===== config.mk =====
export PLATFORM = sky130hd
export DESIGN_NAME = plcr_top
export DESIGN_NICKNAME = d
export VERILOG_FILES = /design/src/hw/plcr_pkg.sv /design/src/hw/plcr_top.sv /design/src/hw/plcr_cap_word.sv /design/src/hw/plcr_link_ctrl.sv
export VERILOG_INCLUDE_DIRS = /design/src /design/src/hw
export SDC_FILE = /design/constraint.sdc
export NUM_CORES = 1
export LEC_CHECK = 0
export BUFFER_PORTS_ARGS = -buffer_cell sky130_fd_sc_hd__buf_2
export CAP_MARGIN = 20
export CORE_MARGIN = 2
export CORE_UTILIZATION = 40
export CTS_BUF_LIST = sky130_fd_sc_hd__clkbuf_8
export DETAILED_ROUTE_END_ITERATION = 10
export MAX_ROUTING_LAYER = met4
export PLACE_DENSITY = 0.7
export REMOVE_ABC_BUFFERS = 1
export SYNTH_ARGS = -nofsm -noshare
export SYNTH_HDL_FRONTEND = slang
export SYNTH_HIERARCHICAL = 1
export SYNTH_SLANG_ARGS = --single-unit

===== constraint.sdc =====
create_clock -name ref_clk -period 2.15 [get_ports ref_clk]
set_input_delay 0.1075 -clock ref_clk [delete_from_list [all_inputs] [get_ports ref_clk]]
set_output_delay 0.1075 -clock ref_clk [all_outputs]
set_load 0.01 [all_outputs]

===== src/hw/plcr_map.svh =====
// offsets, field positions and fixed values of the link capability block
`ifndef PLCR_MAP_SVH
`define PLCR_MAP_SVH

// ***********************************************************************
// configuration offsets (byte addresses)
// ***********************************************************************
`define PLCR_OFF_LINK_CAP 12'h07c
`define PLCR_OFF_LINK_CTRL 12'h080
`define PLCR_DWORD_LSB 2

// ***********************************************************************
// link capabilities fixed fields
// ***********************************************************************
`define PLCR_PORT_NUM 8'h00
`define PLCR_CAP_RSVD 2'h0
`define PLCR_BW_NOTIFY_CAP 1'h0
`define PLCR_DL_ACTIVE_CAP 1'h0
`define PLCR_SURPRISE_DOWN_CAP 1'h0
`define PLCR_REFCLK_GATING_CAP 1'h1
`define PLCR_L0S_EXIT_COMMON 3'h3
`define PLCR_L0S_EXIT_ASYNC 3'h4
`define PLCR_ASPM_SUPPORT 2'h3
`define PLCR_MAX_LANE_COUNT 6'h01
`define PLCR_MAX_SIGNAL_RATE 4'h1

// ***********************************************************************
// link control field positions
// ***********************************************************************
`define PLCR_LCTL_GATE_EN 8
`define PLCR_LCTL_EXT_SYNC 7
`define PLCR_LCTL_CCC 6
`define PLCR_LCTL_RCB 3
`define PLCR_LCTL_ASPM_HI 1
`define PLCR_LCTL_ASPM_LO 0
`define PLCR_BYTE_W 8

// ***********************************************************************
// reset values of plain control bits
// ***********************************************************************
`define PLCR_RST_BIT 1'h0
`define PLCR_RST_ASPM 2'h0
`define PLCR_RST_WORD 32'h0000_0000

`endif


===== src/hw/plcr_pkg.sv =====
// types shared by the link capability block
package plcr_pkg;
   typedef enum logic [0:0] {
      PLCR_ST_LOAD = 1'h0,
      PLCR_ST_RUN = 1'h1
   } plcr_state_t;
endpackage


===== src/hw/plcr_top.sv =====
// link capabilities and link control registers on the configuration port
`timescale 1ns/100ps
`include "plcr_map.svh"
module plcr_top
   import plcr_pkg::*;
#(
   parameter int ADDR_W = 12
) (
   input wire logic ref_clk,
   input wire logic arst_n,
   input wire logic cfg_rd,
   input wire logic cfg_wr,
   input wire logic [ADDR_W-1:0] cfg_addr,
   input wire logic [3:0] cfg_be,
   input wire logic [31:0] cfg_wdata,
   output logic [31:0] cfg_rdata,
   output logic cfg_rvalid,
   output logic cfg_wack,
   input wire logic [2:0] diag_l1_exit_sel_a,
   input wire logic [2:0] diag_l1_exit_sel_b,
   input wire logic refclk_gating_default,
   input wire logic [1:0] aspm_control_default,
   output logic refclk_gating_enable,
   output logic extended_sync,
   output logic ccc,
   output logic rcb,
   output logic [1:0] aspm_control
);
   // ***********************************************************************
   // parameter check
   // ***********************************************************************
   if (ADDR_W < 8 || ADDR_W > 12) begin : g_bad_addr_w
      $error("plcr_top: ADDR_W must lie between 8 and 12");
   end

   // byte offsets cut to the port width on purpose, then reduced to dword indices
   localparam logic [ADDR_W-1:0] CAP_ADDR = ADDR_W'(`PLCR_OFF_LINK_CAP);
   localparam logic [ADDR_W-1:0] CTRL_ADDR = ADDR_W'(`PLCR_OFF_LINK_CTRL);
   localparam logic [ADDR_W-3:0] CAP_IDX = CAP_ADDR[ADDR_W-1:`PLCR_DWORD_LSB];
   localparam logic [ADDR_W-3:0] CTRL_IDX = CTRL_ADDR[ADDR_W-1:`PLCR_DWORD_LSB];

   // ***********************************************************************
   // start-up sequencing
   // ***********************************************************************
   // one cycle after release the strap defaults are loaded; writes in that
   // cycle are dropped so the documented reset image is never skipped
   plcr_state_t st_q, st_d;
   logic load_defaults;

   always_comb begin
      st_d = st_q;
      load_defaults = 1'b0;
      unique case (st_q)
         PLCR_ST_LOAD: begin
            load_defaults = 1'b1;
            st_d = PLCR_ST_RUN;
         end
         PLCR_ST_RUN: begin
            st_d = PLCR_ST_RUN;
         end
      endcase
   end

   always_ff @(posedge ref_clk or negedge arst_n) begin
      if (!arst_n) begin
         st_q <= PLCR_ST_LOAD;
      end else begin
         st_q <= st_d;
      end
   end

   // ***********************************************************************
   // address decode
   // ***********************************************************************
   logic [ADDR_W-3:0] dw_idx;
   logic hit_cap;
   logic hit_ctrl;
   logic ctrl_wr_lo;
   logic ctrl_wr_hi;

   assign dw_idx = cfg_addr[ADDR_W-1:`PLCR_DWORD_LSB];
   assign hit_cap = (dw_idx == CAP_IDX);
   assign hit_ctrl = (dw_idx == CTRL_IDX);

   // writes to the capabilities word fall through with no target
   always_comb begin
      ctrl_wr_lo = cfg_wr && hit_ctrl && cfg_be[0] && (st_q == PLCR_ST_RUN);
      ctrl_wr_hi = cfg_wr && hit_ctrl && cfg_be[1] && (st_q == PLCR_ST_RUN);
   end

   // ***********************************************************************
   // register contents
   // ***********************************************************************
   logic [31:0] cap_word;
   logic [15:0] lctl_word;

   plcr_link_ctrl u_link_ctrl (
      .ref_clk(ref_clk),
      .arst_n(arst_n),
      .load_defaults(load_defaults),
      .refclk_gating_default(refclk_gating_default),
      .aspm_control_default(aspm_control_default),
      .wr_lo(ctrl_wr_lo),
      .wr_hi(ctrl_wr_hi),
      .wdata(cfg_wdata[15:0]),
      .refclk_gating_enable(refclk_gating_enable),
      .extended_sync(extended_sync),
      .ccc(ccc),
      .rcb(rcb),
      .aspm_control(aspm_control),
      .lctl_word(lctl_word)
   );

   plcr_cap_word u_cap_word (
      .ccc(ccc),
      .diag_l1_exit_sel_a(diag_l1_exit_sel_a),
      .diag_l1_exit_sel_b(diag_l1_exit_sel_b),
      .cap_word(cap_word)
   );

   // ***********************************************************************
   // read and write answers
   // ***********************************************************************
   logic [31:0] rdata_q, rdata_d;
   logic rvalid_q, rvalid_d;
   logic wack_q, wack_d;

   always_comb begin
      rdata_d = rdata_q;
      rvalid_d = cfg_rd;
      wack_d = cfg_wr;
      if (cfg_rd) begin
         // reads are pure muxing, nothing is cleared or advanced
         if (hit_cap) begin
            rdata_d = cap_word;
         end else if (hit_ctrl) begin
            // upper half (link status) is outside this block and reads zero
            rdata_d = {16'h0000, lctl_word};
         end else begin
            rdata_d = `PLCR_RST_WORD;
         end
      end
   end

   always_ff @(posedge ref_clk or negedge arst_n) begin
      if (!arst_n) begin
         rdata_q <= `PLCR_RST_WORD;
         rvalid_q <= `PLCR_RST_BIT;
         wack_q <= `PLCR_RST_BIT;
      end else begin
         rdata_q <= rdata_d;
         rvalid_q <= rvalid_d;
         wack_q <= wack_d;
      end
   end

   assign cfg_rdata = rdata_q;
   assign cfg_rvalid = rvalid_q;
   assign cfg_wack = wack_q;
endmodule


===== src/hw/plcr_cap_word.sv =====
// assembly of the read-only link capabilities word
`timescale 1ns/100ps
`include "plcr_map.svh"
module plcr_cap_word
   import plcr_pkg::*;
(
   input wire logic ccc,
   input wire logic [2:0] diag_l1_exit_sel_a,
   input wire logic [2:0] diag_l1_exit_sel_b,
   output logic [31:0] cap_word
);
   logic [2:0] l1_exit_time;
   logic [2:0] l0s_exit_time;

   always_comb begin
      // common clock reads sel_a, separate clocks read sel_b
      l1_exit_time = ccc ? diag_l1_exit_sel_a : diag_l1_exit_sel_b;
      l0s_exit_time = ccc ? `PLCR_L0S_EXIT_COMMON : `PLCR_L0S_EXIT_ASYNC;
      cap_word = {`PLCR_PORT_NUM,
                  `PLCR_CAP_RSVD,
                  `PLCR_BW_NOTIFY_CAP,
                  `PLCR_DL_ACTIVE_CAP,
                  `PLCR_SURPRISE_DOWN_CAP,
                  `PLCR_REFCLK_GATING_CAP,
                  l1_exit_time,
                  l0s_exit_time,
                  `PLCR_ASPM_SUPPORT,
                  `PLCR_MAX_LANE_COUNT,
                  `PLCR_MAX_SIGNAL_RATE};
   end
endmodule


===== src/hw/plcr_link_ctrl.sv =====
// writable fields of the link control register
`timescale 1ns/100ps
`include "plcr_map.svh"
module plcr_link_ctrl
   import plcr_pkg::*;
(
   input wire logic ref_clk,
   input wire logic arst_n,
   input wire logic load_defaults,
   input wire logic refclk_gating_default,
   input wire logic [1:0] aspm_control_default,
   input wire logic wr_lo,
   input wire logic wr_hi,
   input wire logic [15:0] wdata,
   output logic refclk_gating_enable,
   output logic extended_sync,
   output logic ccc,
   output logic rcb,
   output logic [1:0] aspm_control,
   output logic [15:0] lctl_word
);
   logic gate_q, gate_d;
   logic esync_q, esync_d;
   logic ccc_q, ccc_d;
   logic rcb_q, rcb_d;
   logic [1:0] aspm_q, aspm_d;

   always_comb begin
      gate_d = gate_q;
      esync_d = esync_q;
      ccc_d = ccc_q;
      rcb_d = rcb_q;
      aspm_d = aspm_q;
      if (load_defaults) begin
         // strap-like defaults taken after reset release, not under reset
         gate_d = refclk_gating_default;
         aspm_d = aspm_control_default;
      end else begin
         if (wr_hi) begin
            gate_d = wdata[`PLCR_LCTL_GATE_EN];
         end
         if (wr_lo) begin
            esync_d = wdata[`PLCR_LCTL_EXT_SYNC];
            ccc_d = wdata[`PLCR_LCTL_CCC];
            rcb_d = wdata[`PLCR_LCTL_RCB];
            aspm_d = wdata[`PLCR_LCTL_ASPM_HI:`PLCR_LCTL_ASPM_LO];
         end
      end
   end

   always_ff @(posedge ref_clk or negedge arst_n) begin
      if (!arst_n) begin
         gate_q <= `PLCR_RST_BIT;
         esync_q <= `PLCR_RST_BIT;
         ccc_q <= `PLCR_RST_BIT;
         rcb_q <= `PLCR_RST_BIT;
         aspm_q <= `PLCR_RST_ASPM;
      end else begin
         gate_q <= gate_d;
         esync_q <= esync_d;
         ccc_q <= ccc_d;
         rcb_q <= rcb_d;
         aspm_q <= aspm_d;
      end
   end

   always_comb begin
      // read-only bits of the register stay zero
      lctl_word = 16'h0000;
      lctl_word[`PLCR_LCTL_GATE_EN] = gate_q;
      lctl_word[`PLCR_LCTL_EXT_SYNC] = esync_q;
      lctl_word[`PLCR_LCTL_CCC] = ccc_q;
      lctl_word[`PLCR_LCTL_RCB] = rcb_q;
      lctl_word[`PLCR_LCTL_ASPM_HI:`PLCR_LCTL_ASPM_LO] = aspm_q;
   end

   assign refclk_gating_enable = gate_q;
   assign extended_sync = esync_q;
   assign ccc = ccc_q;
   assign rcb = rcb_q;
   assign aspm_control = aspm_q;
endmodule


==> results.tsv <==
stage	metric	value	unit
run_status	status	completed	
layout	ff_latch_area	1030	sq um
critical_path	r2r_cells	5	
placement	port_buffers	70	
cts	cts-resized-gates	0	
cts	cts_hold_buffers	2	
placement	dpl.cell_count	340	
cts	insertion_delay	290	ps
synth	synthTopCellsByArea	dfrtp_1, buf_4, o2bb2ai_1	
critical_path	critPathArrivalTime	1900	ps
sta	slew_violations	0	
critical_path	setup.worst_path.end	u_link_ctrl/extended_sync	
die	die_height	79.0	microns
routing	routed-via-count	1564	
cts	cts_root_buf	clkbuf_8	
sta	period_share	0.797	
die	start_util	0.411	
power_and_ir_drop	p_leak	1.45	nW
synth	yosys_warnings	6	
flow_run	drv_cap	0	
cts	clockBufferDepth	2	
critical_path	ff2ff_setup_slack	580	ps
global_routing	grt_usage	0.163	
layout	syn2layout_area_growth	15.8	%
die	io_pins	101	
sta	tightest_slew	598	ps
synth	ys_seq_elements	41	
sta	fin_ws	435	ps
routing	drc	0	
layout	finalNonFillerCells	350	
die	dieWidth	79.0	microns
global_routing	antenna_found_initial	0	
critical_path	end_kind	flip-flop	
critical_path	r2r_start	st_q	
layout	drive_above_1_share	0.381	
synth	synth_area_leader_cell	dfrtp_1	
power_and_ir_drop	power	1.40	mW
min_path	hp-class	primary input to flip-flop	
sta	min_period	1710	ps
routing	postRouteAntennaNets	0	
power_and_ir_drop	power.switching	349	uW
layout	multiInputGateArea	960	sq um
cts	cts_tree	built	
cts	cts_setup_buffers	0	
placement	gp_congestion	0.779	
synth	ys_types	29	
power_and_ir_drop	pwr-share-comb	0.085	
global_routing	grt_max_degree	36	
power_and_ir_drop	vdd_ir_drop_max	0.228	mV
sta	skew	3.17	ps
critical_path	startpoint_type	primary input	
routing	drt_wl_total	4550	microns
sta	timing.fmax	583	MHz
layout	fin_nets	338	
power_and_ir_drop	p_clk_frac	0.353	
global_routing	grt_pass1_wl	7670	microns
cts	cts_made_buffers	5	
power_and_ir_drop	internal_power	1.05	mW
placement	hpwl	3160	microns
power_and_ir_drop	p_sw_frac	0.250	
sta	finalSetupViolCount	0	
routing	viasPerCell	4.47	
critical_path	critical_path_class	primary input to flip-flop	
sta	slew_headroom	0.599	
critical_path	startpoint	cfg_addr[9]	
critical_path	critPathMaxFanout	4	
die	row_count	27	
global_routing	grt_pass1_vias	1545	
cts	htreeDepth	2	
power_and_ir_drop	p_per_area	535	nW/um^2
critical_path	cp_data_required_time	2330	ps
synth	seq_area_frac_synth	0.456	
sta	rsz0062_at_grt	no	
layout	fillers	549	
power_and_ir_drop	seqPwrFrac	0.563	
routing	wl_per_cell	13.0	microns
synth	synth_top_area_share	0.456	
cts	clk_pin_slew	80	ps
layout	final_cell_mix	buf_2, dfrtp_1, conb_1	
die	coreArea	5470	sq um
synth	syn_area	2250	sq um
layout	diodes	0	
sta	hold_viol	0	
routing	drtPass1Iterations	4	
layout	finalInstanceArea	2610	sq um
critical_path	worstReg2RegEnd	u_link_ctrl/extended_sync	
layout	layout_commonest_cell	buf_2	
routing	drtIter0Drc	71	
cts	cts.sinks	41	
placement	post_dp_cell_area	2500	sq um
global_routing	overflow	0	
synth	syn_area_per_cell	10.7	sq um
die	die-area	6240	sq um
sta	tns	0	ps
synth	synth_cells	210	
placement	dp_slack	102	ps
-- flip-flops by register name, summed over array words and instances (netlist names) --
register                          flops
st_q                                  1
cfg_rdata                            32
cfg_rvalid                            1
u_link_ctrl/aspm_control              2
u_link_ctrl/rcb                       1
cfg_wack                              1
u_link_ctrl/ccc                       1
u_link_ctrl/refclk_gating_enable      1
u_link_ctrl/extended_sync             1
-- cells by family after synthesis --
logic type,count (synthesis),share of synthesized area
buffers and inverters,57,0.173
other,4,0.00667
flip-flops,41,0.456
AO/OA/AOI/OAI,35,0.146
multiplexers,9,0.0484
AND/OR/NAND/NOR,64,0.171
-- per-stage QoR --
step | hold slack [ps] | util
detailed placement | -49.7 | 0.458
CTS | 14.5 | 0.476
floorplan | -188 | -
global placement | -55.6 | 0.458
finish | 21.5 | 0.476
global route | 30.5 | 0.476
-- power by group through the flow --
stage / sequential (mW) / combinational [mW] / clock [mW]
6_report: 0.785 / 0.118 / 0.492
5_1_grt: 0.786 / 0.138 / 0.545
4_1_cts: 0.785 / 0.120 / 0.513
3_5_place_dp: 0.800 / 0.118 / 0
3_3_place_gp: 0.800 / 0.115 / 0
2_1_floorplan: 0.803 / 0.0385 / 0
-- critical path, stage by stage --
cell	delay, ps
buf_2	100
or4_4	570
nor4_1	380
and2_1	200
nor2b_4	230
mux2_4	320
-- cell type report --
cell class	count	area share
well taps	72	0.0345
repair buffers	81	0.168
flip-flops and latches	41	0.393
multi-input cells	145	0.368
clock buffers	5	0.0264
clock inverters	3	0.00528
inverters	3	0.00432
-- per-layer routing --
layer / vias up / part of all wire / track usage
met1: 723 / 0.44 / 0.200
met4: 0 / 0.021 / 0.0621
met2: 38 / 0.50 / 0.269
li1: 794 / - / -
met3: 9 / 0.036 / 0.0284
met5: - / 0 / -
-- cells in the mapped netlist, drive strengths merged --
library cell / count
a221o: 16
o2bb2ai: 16
inv: 2
nand2: 20
clkbuf: 7
conb: 4
or4: 1
or2: 1
nor2: 1
mux2: 6
buf: 47
and4b: 1
and2: 3
nand3b: 1
clkinv: 1
or4b: 1
nor4: 2
nor2b: 17
mux2i: 3
o21ai: 3
and3: 16
dfrtp: 41
-- worst min path at each step --
stage	to	cells past startpoint	from
after floorplan	cfg_rdata[0]	0	arst_n
after global placement	cfg_rdata[20]	1	arst_n
after detailed placement	cfg_rdata[20]	1	arst_n
after CTS	u_link_ctrl/aspm_control[1]	3	aspm_control_default[1]
after global routing	u_link_ctrl/extended_sync	2	cfg_wdata[7]
final	u_link_ctrl/refclk_gating_enable	3	refclk_gating_default
Power figures use the tool's default switching activity.
